<file path="config.mk">
export PLATFORM = sky130hd
export DESIGN_NAME = phy_cca_and_rate_config
export DESIGN_NICKNAME = d
export VERILOG_FILES = /design/src/logic/phy_cca_pkg.sv /design/src/logic/cca_measure.sv /design/src/logic/delim_match.sv /design/src/logic/phy_cca_and_rate_config.sv
export VERILOG_INCLUDE_DIRS = /design/src /design/src/logic
export SDC_FILE = /design/constraint.sdc
export NUM_CORES = 1
export LEC_CHECK = 0
export BUFFER_PORTS_ARGS = -buffer_cell sky130_fd_sc_hd__buf_2
export CORE_MARGIN = 3
export CORE_UTILIZATION = 63
export DETAILED_ROUTE_END_ITERATION = 12
export PLACE_DENSITY = 0.82
export SYNTH_ARGS = -nofsm -noshare
export SYNTH_HDL_FRONTEND = slang
export SYNTH_SLANG_ARGS = --single-unit
</file>
<file path="constraint.sdc">
create_clock -name core_clk -period 9.6 [get_ports core_clk]
set_clock_uncertainty 0.05 [all_clocks]
set_input_delay 0.48 -clock core_clk [delete_from_list [all_inputs] [get_ports core_clk]]
set_output_delay 0.48 -clock core_clk [all_outputs]
set_load 0.01 [all_outputs]
</file>
<file path="src/logic/phy_cca_defs.svh">
// register map, field positions, reset values and timing counts of the phy configuration block
// Function
// - measurement lasts two to the N times 32 us
// - mode 11: busy needs energy and carrier
// - mode 10: carrier-sense threshold alone decides
// - mode 01, reset value: energy threshold alone
// - mode 00: busy on energy or carrier
// - mean energy stored except in carrier mode
// - mean energy read-only, hardware written, resets zero
// - slow rates: 4,1,1 header byte-times, 64..8 us
// - 2 Mbps: 8,2,1 header byte-times, 4 us
// - rate taken from recognised delimiter pattern
// - bit 7 rejects 2 Mbps frames
// - bit 6 rejects 1 Mbps frames
// - bit 5 rejects 500 kbps frames
// - bit 4 rejects proprietary 250 kbps frames
// - bit 3 rejects standard 0xA7 frames
// - bit 2 rejects 125 kbps frames
// - bit 1 selects optimized preamble, resets one
// - 1M tolerant burst match, 2M exact pair
// - 125k two faulty nibbles, legacy exact
// - start bit runs one measurement, self-clears
// - busy when mean upper bits exceed threshold
`ifndef PHY_CCA_DEFS_SVH
`define PHY_CCA_DEFS_SVH

`define CCA_CTRL_TWO_ADDR 8'h2F
`define CCA_CTRL_ONE_ADDR 8'h30
`define ENERGY_MEAN_ADDR 8'h32
`define RATE_CFG_ADDR 8'h36

`define CS_THR_LSB 4
`define LEN_LSB 2
`define MODE_LSB 0
`define BUSY_BIT 7
`define START_BIT 6
`define ENERGY_THR_LSB 0
`define REJECT_LSB 2
`define PREAMBLE_SEL_BIT 1

`define CCA_CTRL_TWO_RST 8'h05
`define ENERGY_THR_RST 6'h0C
`define ENERGY_MEAN_RST 8'h00
`define RATE_CFG_RST 8'h03

`define CCA_MODE_OR 2'h0
`define CCA_MODE_ED_ONLY 2'h1
`define CCA_MODE_CS_ONLY 2'h2
`define CCA_MODE_AND 2'h3

`define STD_DELIM 8'hA7
`define DELIM_ONE_DEF 8'h21
`define DELIM_TWO_DEF 8'hF1
`define DELIM_THREE_DEF 8'h3B
`define DELIM_FOUR_DEF 8'hE5
`define DELIM_FIVE_DEF 8'h4D
`define DELIM_SIX_DEF 8'hA8
`define DELIM_SEVEN_DEF 8'hC8

`define CLK_PERIOD_NS 100
`define CCA_SLOT_US 32
`define CCA_SLOT_CYC ((`CCA_SLOT_US * 1000) / `CLK_PERIOD_NS)
`define BYTE_US_125K 64
`define BYTE_US_250K 32
`define BYTE_US_500K 16
`define BYTE_US_1M 8
`define BYTE_US_2M 4
`define US_TO_CYC(us) (((us) * 1000) / `CLK_PERIOD_NS)
`define PRE_BYTES_STD 4
`define DELIM_BYTES_STD 1
`define PRE_BYTES_2M 8
`define DELIM_BYTES_2M 2
`define LEN_BYTES 1

`endif

</file>
<file path="src/logic/phy_cca_pkg.sv">
// types and state records of the phy configuration block
package phy_cca_pkg;

    typedef enum logic [2:0] {RATE_NONE, RATE_125K, RATE_250K_STD, RATE_250K_PROP,
        RATE_500K, RATE_1M, RATE_2M} air_rate_t;

    typedef enum logic {MEAS_IDLE, MEAS_RUN} meas_state_t;

    typedef struct packed {
        meas_state_t state;
        logic [1:0] len;
        logic [1:0] mode;
        logic [3:0] carrier_sense_threshold;
        logic [5:0] edThr;
        logic [11:0] slotCnt;
        logic [3:0] slotsLeft;
        logic [10:0] sum;
        logic csHit;
        logic done;
        logic busy;
        logic [7:0] mean;
        logic meanWr;
    } meas_t;

    typedef struct packed {
        logic [7:0] ctrlTwo;
        logic [5:0] edThr;
        logic busy;
        logic startBit;
        logic [7:0] mean;
        logic [7:0] rateCfg;
        logic [7:0] rdData;
        logic [7:0] curByte;
        logic haveByte;
        air_rate_t rate;
        logic found;
        logic rejected;
        logic [9:0] byteCyc;
        logic [3:0] hdrBytes;
        logic hdrRun;
        logic [9:0] hdrCnt;
        logic payloadStart;
    } top_t;

endpackage

</file>
<file path="src/logic/cca_measure.sv">
// one channel assessment: timed energy averaging and carrier-sense watch
`timescale 1ns/1ps
`include "phy_cca_defs.svh"
module cca_measure import phy_cca_pkg::*; #(
    parameter int SLOT_CYCLES = `CCA_SLOT_CYC
) (
    input wire logic core_clk, // device clock
    input wire logic rst, // async reset, high
    input wire logic startReq, // begin a measurement when idle
    input wire logic [1:0] lenField, // assessment length N
    input wire logic [1:0] modeField, // assessment mode
    input wire logic [3:0] csThreshold, // carrier-sense threshold
    input wire logic [5:0] energyThreshold, // energy threshold
    input wire logic [7:0] rssiSample, // current signal strength
    input wire logic [3:0] csLevel, // carrier-sense correlation level
    output logic measActive, // measurement running
    output logic measDone, // one-cycle end pulse
    output logic [7:0] meanEnergy, // mean of the last measurement outside carrier mode
    output logic meanUpdate, // pulse: mean must be stored
    output logic busyResult // medium judged busy
);
    meas_t s, n;
    logic csNow;
    logic [10:0] sumNext;
    logic [7:0] meanV;
    logic [12:0] runCnt;

    // busy decision per mode
    function automatic logic judge(input logic [1:0] mode, input logic ed, input logic cs);
        case (mode)
            `CCA_MODE_AND: judge = ed & cs;
            `CCA_MODE_CS_ONLY: judge = cs;
            `CCA_MODE_ED_ONLY: judge = ed;
            default: judge = ed | cs;
        endcase
    endfunction

    // slot timer, averaging and verdict
    always_comb
    begin
        n = s;
        n.done = 1'b0;
        n.meanWr = 1'b0;
        csNow = s.csHit | (csLevel > s.carrier_sense_threshold);
        sumNext = s.sum + {3'h0, rssiSample};
        meanV = 8'(sumNext >> s.len);
        case (s.state)
            MEAS_IDLE:
                if (startReq)
                begin
                    n.state = MEAS_RUN;
                    n.len = lenField;
                    n.mode = modeField;
                    n.carrier_sense_threshold = csThreshold;
                    n.edThr = energyThreshold;
                    n.slotCnt = 12'h000;
                    n.slotsLeft = 4'(1 << lenField);
                    n.sum = 11'h000;
                    n.csHit = 1'b0;
                end
            MEAS_RUN:
            begin
                n.csHit = csNow;
                if (s.slotCnt == 12'(SLOT_CYCLES - 1))
                begin
                    n.slotCnt = 12'h000;
                    n.sum = sumNext;
                    n.slotsLeft = s.slotsLeft - 4'h1;
                    if (s.slotsLeft == 4'h1)
                    begin
                        n.state = MEAS_IDLE;
                        n.done = 1'b1;
                        n.busy = judge(s.mode, meanV[7:2] > s.edThr, csNow);
                        if (s.mode != `CCA_MODE_CS_ONLY)
                        begin
                            n.mean = meanV;
                            n.meanWr = 1'b1;
                        end
                    end
                end
                else
                    n.slotCnt = s.slotCnt + 12'h001;
            end
            default: n.state = MEAS_IDLE;
        endcase
    end

    // state register
    always_ff @(posedge core_clk or posedge rst)
    begin
        if (rst)
            s <= '0;
        else
            s <= n;
    end

    assign measActive = (s.state == MEAS_RUN);
    assign measDone = s.done;
    assign meanEnergy = s.mean;
    assign meanUpdate = s.meanWr;
    assign busyResult = s.busy;

    // run length counter for checking
    always_ff @(posedge core_clk or posedge rst)
    begin
        if (rst)
            runCnt <= 13'h0000;
        else if (s.state == MEAS_RUN)
            runCnt <= runCnt + 13'h0001;
        else
            runCnt <= 13'h0000;
    end
endmodule

</file>
<file path="src/logic/delim_match.sv">
// delimiter pattern comparison for every air rate
`timescale 1ns/1ps
`include "phy_cca_defs.svh"
module delim_match #(
    parameter logic [7:0] OCTET_ONE = `DELIM_ONE_DEF,
    parameter logic [7:0] OCTET_TWO = `DELIM_TWO_DEF,
    parameter logic [7:0] OCTET_THREE = `DELIM_THREE_DEF,
    parameter logic [7:0] OCTET_FOUR = `DELIM_FOUR_DEF,
    parameter logic [7:0] OCTET_FIVE = `DELIM_FIVE_DEF,
    parameter logic [7:0] OCTET_SIX = `DELIM_SIX_DEF,
    parameter logic [7:0] OCTET_SEVEN = `DELIM_SEVEN_DEF
) (
    input wire logic [15:0] word, // last two bytes, newest low
    input wire logic optimal, // optimized preamble selected
    output logic [5:0] hits // 2M,1M,500k,250k prop,250k std,125k
);
    // at most two separate two-bit error bursts
    function automatic logic burst_ok(input logic [15:0] x);
        int runs;
        int len;
        logic ok;
        runs = 0;
        len = 0;
        ok = 1'b1;
        for (int i = 0; i <= 16; i++)
        begin
            if (i < 16 && x[i])
                len++;
            else
            begin
                if (len != 0)
                begin
                    ok = ok & (len == 2);
                    runs++;
                end
                len = 0;
            end
        end
        burst_ok = ok & (runs <= 2);
    endfunction

    // count of differing nibbles
    function automatic logic [2:0] nib_faults(input logic [15:0] a, input logic [15:0] b);
        nib_faults = 3'h0;
        for (int k = 0; k < 4; k++)
            nib_faults = nib_faults + {2'h0, a[4*k +: 4] != b[4*k +: 4]};
    endfunction

    // pattern compare per preamble type
    always_comb
    begin
        hits[5] = optimal ? (word == {OCTET_ONE, OCTET_SIX}) : (word[7:0] == OCTET_ONE);
        hits[4] = optimal ? burst_ok(word ^ {OCTET_TWO, OCTET_SEVEN}) : (word[7:0] == OCTET_TWO);
        hits[3] = (word[7:0] == OCTET_THREE);
        hits[2] = (word[7:0] == OCTET_FOUR);
        hits[1] = (word[7:0] == `STD_DELIM);
        hits[0] = optimal ? (nib_faults(word, {OCTET_FIVE, OCTET_SIX}) <= 3'h2)
            : (word == {OCTET_FIVE, OCTET_SIX});
    end
endmodule

</file>
<file path="src/logic/phy_cca_and_rate_config.sv">
// phy configuration: assessment registers, rate detection and header timing
`timescale 1ns/1ps
`include "phy_cca_defs.svh"
module phy_cca_and_rate_config import phy_cca_pkg::*; #(
    parameter int SLOT_CYCLES = `CCA_SLOT_CYC
) (
    input wire logic core_clk, // device clock, 10 MHz
    input wire logic rst, // async reset, high
    input wire logic [7:0] regAddr, // register address
    input wire logic [7:0] regWrData, // register write data
    input wire logic regWrEn, // write strobe, one cycle
    input wire logic regRdEn, // read strobe, one cycle
    output logic [7:0] regRdData, // read data, next cycle
    input wire logic [7:0] rssiSample, // signal strength from receiver
    input wire logic [3:0] csLevel, // carrier-sense level from receiver
    input wire logic symValid, // new received byte
    input wire logic [7:0] symByte, // received byte
    output logic mediumBusy, // last assessment verdict
    output logic ccaActive, // assessment running
    output logic rateFound, // pulse: accepted delimiter
    output air_rate_t frameRate, // rate of last accepted frame
    output logic frameRejected, // pulse: delimiter of disabled rate
    output logic [9:0] byteCycles, // byte-time of current rate
    output logic [3:0] headerByteTimes, // header length in byte-times
    output logic payloadStart, // pulse: payload begins
    output logic optimalPreamble, // optimized preamble selected
    output logic powerSaveSelect // stored power-save bit
);
    top_t s, n;
    logic measDone;
    logic [7:0] meanEnergy;
    logic meanUpdate;
    logic busyResult;
    logic [5:0] hits;
    logic [5:0] rateOk;
    logic wrCtrlOne;
    logic startReq;

    // byte-time per rate in cycles
    function automatic logic [9:0] byte_cycles(input air_rate_t r);
        case (r)
            RATE_125K: byte_cycles = 10'(`US_TO_CYC(`BYTE_US_125K));
            RATE_250K_STD: byte_cycles = 10'(`US_TO_CYC(`BYTE_US_250K));
            RATE_250K_PROP: byte_cycles = 10'(`US_TO_CYC(`BYTE_US_250K));
            RATE_500K: byte_cycles = 10'(`US_TO_CYC(`BYTE_US_500K));
            RATE_1M: byte_cycles = 10'(`US_TO_CYC(`BYTE_US_1M));
            RATE_2M: byte_cycles = 10'(`US_TO_CYC(`BYTE_US_2M));
            default: byte_cycles = 10'h000;
        endcase
    endfunction

    // header byte-times before payload
    function automatic logic [3:0] hdr_bytes(input air_rate_t r);
        case (r)
            RATE_2M: hdr_bytes = 4'(`PRE_BYTES_2M + `DELIM_BYTES_2M + `LEN_BYTES);
            RATE_NONE: hdr_bytes = 4'h0;
            default: hdr_bytes = 4'(`PRE_BYTES_STD + `DELIM_BYTES_STD + `LEN_BYTES);
        endcase
    endfunction

    // fastest enabled matching rate
    function automatic air_rate_t pick_rate(input logic [5:0] ok);
        if (ok[5])
            pick_rate = RATE_2M;
        else if (ok[4])
            pick_rate = RATE_1M;
        else if (ok[3])
            pick_rate = RATE_500K;
        else if (ok[2])
            pick_rate = RATE_250K_PROP;
        else if (ok[1])
            pick_rate = RATE_250K_STD;
        else if (ok[0])
            pick_rate = RATE_125K;
        else
            pick_rate = RATE_NONE;
    endfunction

    // one assessment engine
    cca_measure #(
        .SLOT_CYCLES(SLOT_CYCLES)
    ) u_measure (
        .core_clk(core_clk),
        .rst(rst),
        .startReq(startReq),
        .lenField(s.ctrlTwo[`LEN_LSB +: 2]),
        .modeField(s.ctrlTwo[`MODE_LSB +: 2]),
        .csThreshold(s.ctrlTwo[`CS_THR_LSB +: 4]),
        .energyThreshold(s.edThr),
        .rssiSample(rssiSample),
        .csLevel(csLevel),
        .measActive(ccaActive),
        .measDone(measDone),
        .meanEnergy(meanEnergy),
        .meanUpdate(meanUpdate),
        .busyResult(busyResult)
    );

    // delimiter comparison on the newest word
    delim_match u_match (
        .word({s.curByte, symByte}),
        .optimal(s.rateCfg[`PREAMBLE_SEL_BIT]),
        .hits(hits)
    );

    // disabled rates masked out
    // per-rate reject masks
    assign rateOk = hits & ~s.rateCfg[`REJECT_LSB +: 6];
    assign wrCtrlOne = regWrEn && (regAddr == `CCA_CTRL_ONE_ADDR);
    // start held back at done cycle
    assign startReq = s.startBit && !measDone;

    // registers, rate detection and header timer
    always_comb
    begin
        n = s;
        n.found = 1'b0;
        n.rejected = 1'b0;
        n.payloadStart = 1'b0;
        // register writes
        if (regWrEn)
        begin
            if (regAddr == `CCA_CTRL_TWO_ADDR)
                n.ctrlTwo = regWrData;
            else if (regAddr == `CCA_CTRL_ONE_ADDR)
                n.edThr = regWrData[`ENERGY_THR_LSB +: 6];
            else if (regAddr == `RATE_CFG_ADDR)
                n.rateCfg = regWrData;
        end
        if (measDone)
            n.startBit = 1'b0;
        if (wrCtrlOne && regWrData[`START_BIT])
            n.startBit = 1'b1;
        if (measDone)
            n.busy = busyResult;
        if (meanUpdate)
            n.mean = meanEnergy;
        // register reads
        if (regRdEn)
        begin
            if (regAddr == `CCA_CTRL_TWO_ADDR)
                n.rdData = s.ctrlTwo;
            else if (regAddr == `CCA_CTRL_ONE_ADDR)
                n.rdData = {s.busy, s.startBit, s.edThr};
            else if (regAddr == `ENERGY_MEAN_ADDR)
                n.rdData = s.mean;
            else if (regAddr == `RATE_CFG_ADDR)
                n.rdData = s.rateCfg;
            else
                n.rdData = 8'h00;
        end
        // byte history and delimiter search
        if (symValid && !s.hdrRun)
        begin
            n.curByte = symByte;
            n.haveByte = 1'b1;
            if (|rateOk)
            begin
                n.found = 1'b1;
                n.rate = pick_rate(rateOk);
                n.byteCyc = byte_cycles(pick_rate(rateOk));
                n.hdrBytes = hdr_bytes(pick_rate(rateOk));
                n.hdrRun = 1'b1;
                n.hdrCnt = 10'h000;
                n.curByte = 8'h00;
                n.haveByte = 1'b0;
            end
            else if (|hits)
                n.rejected = 1'b1;
        end
        // length field byte-time, then payload
        if (s.hdrRun)
        begin
            if (s.hdrCnt == s.byteCyc - 10'h001)
            begin
                n.hdrRun = 1'b0;
                n.payloadStart = 1'b1;
            end
            else
                n.hdrCnt = s.hdrCnt + 10'h001;
        end
    end

    // state register with documented reset values
    always_ff @(posedge core_clk or posedge rst)
    begin
        if (rst)
        begin
            s <= '0;
            s.ctrlTwo <= `CCA_CTRL_TWO_RST;
            s.edThr <= `ENERGY_THR_RST;
            s.mean <= `ENERGY_MEAN_RST;
            s.rateCfg <= `RATE_CFG_RST;
            s.rate <= RATE_NONE;
        end
        else
            s <= n;
    end

    // outputs straight from state
    assign regRdData = s.rdData;
    assign mediumBusy = s.busy;
    assign rateFound = s.found;
    assign frameRate = s.rate;
    assign frameRejected = s.rejected;
    assign byteCycles = s.byteCyc;
    assign headerByteTimes = s.hdrBytes;
    assign payloadStart = s.payloadStart;
    assign optimalPreamble = s.rateCfg[`PREAMBLE_SEL_BIT];
    assign powerSaveSelect = s.rateCfg[0];
endmodule

</file>
==> impl_metrics.toml <==
[status]
outcome = "finished, final reports clean"

[synthesis]
synth_flop_cell = "dfrtp_1"
synth_compound_area_share_pct = 23.3
synth.avg_cell_area_um2 = 8.30
postSynthRegisterBits = 129
synth-xor-area-share_pct = 6.13
ys_seq_area_share_pct = 25.6
synth_area_um2 = 12600
synthMuxAreaShare_pct = 6.37
synth_cells = 1520
synth.distinct_cells = 125
synth-adder-area-share_pct = 8.45
synth_top_family_by_area = "compound AO/OA/AOI/OAI gates"
async_reset_ff_share_pct = 100
ys_warn_count = 0
synthSimpleGateAreaFrac_pct = 23.1
synth_edf_count = 0

[sta]
maxSlewHeadroom_pct = 10.4
max_freq_ghz = 0.108
setup_viol = 0
final.setup.tns_ns = 0
finalCritPeriodShare_pct = 96.0
layout_min_cycle_time_ns = 9.22
slew_viol_final = 0
final-hold-violation-count = 0
tightest_slew_ns = 1.34

[clock_tree]
cts_max_level = 4
cts_root_buf = "clkbuf_16"
clk_latency_ns = 0.42
numCtsBuffers = 17
clock-sinks = 129
cts.clk_slew.worst_paths_ns = 0.06
cts.path.max_buffers = 2
tritoncts = "done"

[detailed_routing]
ant_nets = 0
avgViaCountPerCell = 6.41
firstDrtPassIters = 5
vias = 12900
routed_wirelength_um = 38100
drt_iter0_markers = 1058
wl_per_cell_um = 18.9
drc = 0

[finish]
layout_common_cells = "buf_4 (211), nand2_1 (150), dfrtp_1 (123), nor2_1 (115), inv_1 (89)"
layout_commonest_cell = "buf_4"
instances_no_fill = 2013
drive_gt1_share_pct = 29.9
fin_nets = 1860
antennaDiodeCount = 0
syn2layout_area_growth_pct = 23.5

[worst_setup_path]
critPathRequiredTime_ns = 9.80
regToRegStartpoint = "s[32]"
rr_worst_depth = 32
startpoint_type = "primary input"
crit_path_end_kind = "flip-flop"
reg2reg_slack_ns = 1.72
cpMostUsedCell = "ha_4"
crit_path_top_delay_cell = "or4_4"
rr_endpoint = "s[9]"
critPathMaxStageDelay_ns = 0.47
cp_data_arrival_time_ns = 9.42
cp_max_fo = 8
critPathKind = "primary input to flip-flop"

[floorplan]
dieArea_um2 = 21800
rows = 51
core_area_um2 = 19600
fp.dieH_um = 148
die_x_um = 148
ios = 73
initial_core_util_pct = 64.4

[place]
dp_cells = 1962
io_buffers = 69
dp_hpwl_um = 26500
gp_congestion = 0.940

[pwr]
peakVddDrop_uv = 193
pwr_density_cell_nw_per_um2 = 155
power.leakage_nw = 7.14

[global_routing]
grt_pass1_wl_um = 60600
track_usage_pct = 33.2
grt_max_degree = 67
grt_pass1_vias = 12600
grt_antenna_before_repair = 0
grt_overflow_total = 0

[min_path]
hold_path.class = "primary input to async pin"

[flow_run]
max_cap_violations = 0
cells by family after synthesis:
family                     Yosys count
and+or+nand+nor                    574
AOI/OAI and AO/OA                  399
buffers and inverters              186
DFF                                129
adders and majority gates           84
xor gates and xnor gates            77
muxes                               70
other                                1
worst max path at each step:
stage	end	slack [ns]	depth (start not counted)	from
3_5_place_dp	frameRate[1]	-0.60	45	symByte[0]
6_report	s[9]	0.38	47	symByte[0]
5_1_grt	byteCycles[9]	-0.08	46	symByte[0]
2_1_floorplan	s[10]	0.008	44	symByte[0]
3_3_place_gp	frameRate[1]	-0.31	45	symByte[0]
4_1_cts	byteCycles[9]	0.001	45	symByte[0]
timing repair:
action                                  in CTS  in global routing
gates resized for setup                     24                 63
setup buffers                                4                 14
pin swaps                                   11                 27
endpoints found under the setup margin      25                 34
hold buffers                                 0                  0
cloned                                       1                  0
per-stage QoR:
step	total power [mW]	hold slack (ns)	setup WS, ns	instance area (um^2)	util, %
after floorplan	1.28	0.386	0.00783	12700	-
after global placement	1.55	0.415	-0.313	14300	73.2
after detailed placement	1.60	0.421	-0.600	14300	73.2
after CTS	2.31	0.191	0.00130	15100	77.2
after global routing	2.55	0.211	-0.0813	15600	79.6
final	2.42	0.156	0.383	15600	79.6
flip-flops by register name, summed over array words and instances, names as in the netlist:
| register | flops |
|---|---|
| u_measure.s | 42 |
| u_measure.measActive | 1 |
| u_measure.meanEnergy | 8 |
| u_measure.meanUpdate | 1 |
| powerSaveSelect | 1 |
| frameRate | 3 |
| optimalPreamble | 1 |
| frameRejected | 1 |
| payloadStart | 1 |
| regRdData | 8 |
| headerByteTimes | 3 |
| byteCycles | 7 |
| u_measure.busyResult | 1 |
| u_measure.measDone | 1 |
| s | 48 |
| mediumBusy | 1 |
| rateFound | 1 |
per-layer routing:
| layer | vias to the layer above | wire, um | track usage (%) |
|---|---|---|---|
| li1 | 5956 | - | - |
| met2 | 624 | 18400 | 57.5 |
| met4 | 0 | 1940 | 14.9 |
| met3 | 170 | 2540 | 4.69 |
| met5 | - | 0 | 0 |
| met1 | 6151 | 15100 | 41.3 |
final cells by class:
type | count | area [um^2]
well taps | 265 | 332
clock inverters | 14 | 180
fillers | 1267 | 4010
flip-flops and latches | 129 | 3240
repair buffers | 283 | 1970
multi-input cells | 1208 | 9060
inverters | 96 | 367
clock buffers | 18 | 439
worst max-delay path: cells and delay by family:
family	cells	cell delay (ns)
muxes	3	0.67
buffers and inverters	9	1.17
xor gates and xnor gates	3	0.41
adders and majority gates	10	2.06
AOI/OAI and AO/OA	8	1.77
and+or+nand+nor	14	2.80
where the power goes:
| group | switching (mW) | internal [mW] |
|---|---|---|
| Combinational | 0.564 | 0.536 |
| Clock | 0.256 | 0.419 |
| Sequential | 0.0620 | 0.583 |
synth_stat cells, types with 9 or more instances:
| library cell | count | area, um^2 |
|---|---|---|
| nand2_1 | 153 | 574 |
| nor2_1 | 125 | 469 |
| dfrtp_1 | 123 | 3080 |
| inv_1 | 92 | 345 |
| o21ai_0 | 89 | 445 |
| ha_1 | 82 | 1030 |
| a21oi_1 | 60 | 300 |
| nand3_1 | 58 | 290 |
| mux2_2 | 49 | 552 |
| xnor2_1 | 44 | 385 |
| buf_4 | 40 | 300 |
| nor3_1 | 40 | 200 |
| clkbuf_1 | 33 | 124 |
| xor2_1 | 24 | 210 |
| nand4_1 | 22 | 138 |
| nor2b_1 | 22 | 138 |
| and3_1 | 21 | 131 |
| nand2b_1 | 17 | 106 |
| o211ai_1 | 17 | 128 |
| and2_1 | 16 | 100 |
| a211oi_1 | 15 | 113 |
| nor4_1 | 15 | 93.8 |
| a31oi_1 | 14 | 87.6 |
| o22ai_1 | 14 | 87.6 |
| mux2i_1 | 13 | 130 |
| or3_1 | 13 | 81.3 |
| buf_2 | 12 | 60.1 |
| a21o_1 | 11 | 82.6 |
| o21ai_1 | 11 | 55.1 |
| a22o_1 | 10 | 87.6 |
| nand3b_1 | 10 | 75.1 |
| nor3b_1 | 9 | 67.6 |
| o21a_1 | 9 | 67.6 |
Note: power is estimated with default switching activity, not from simulation.
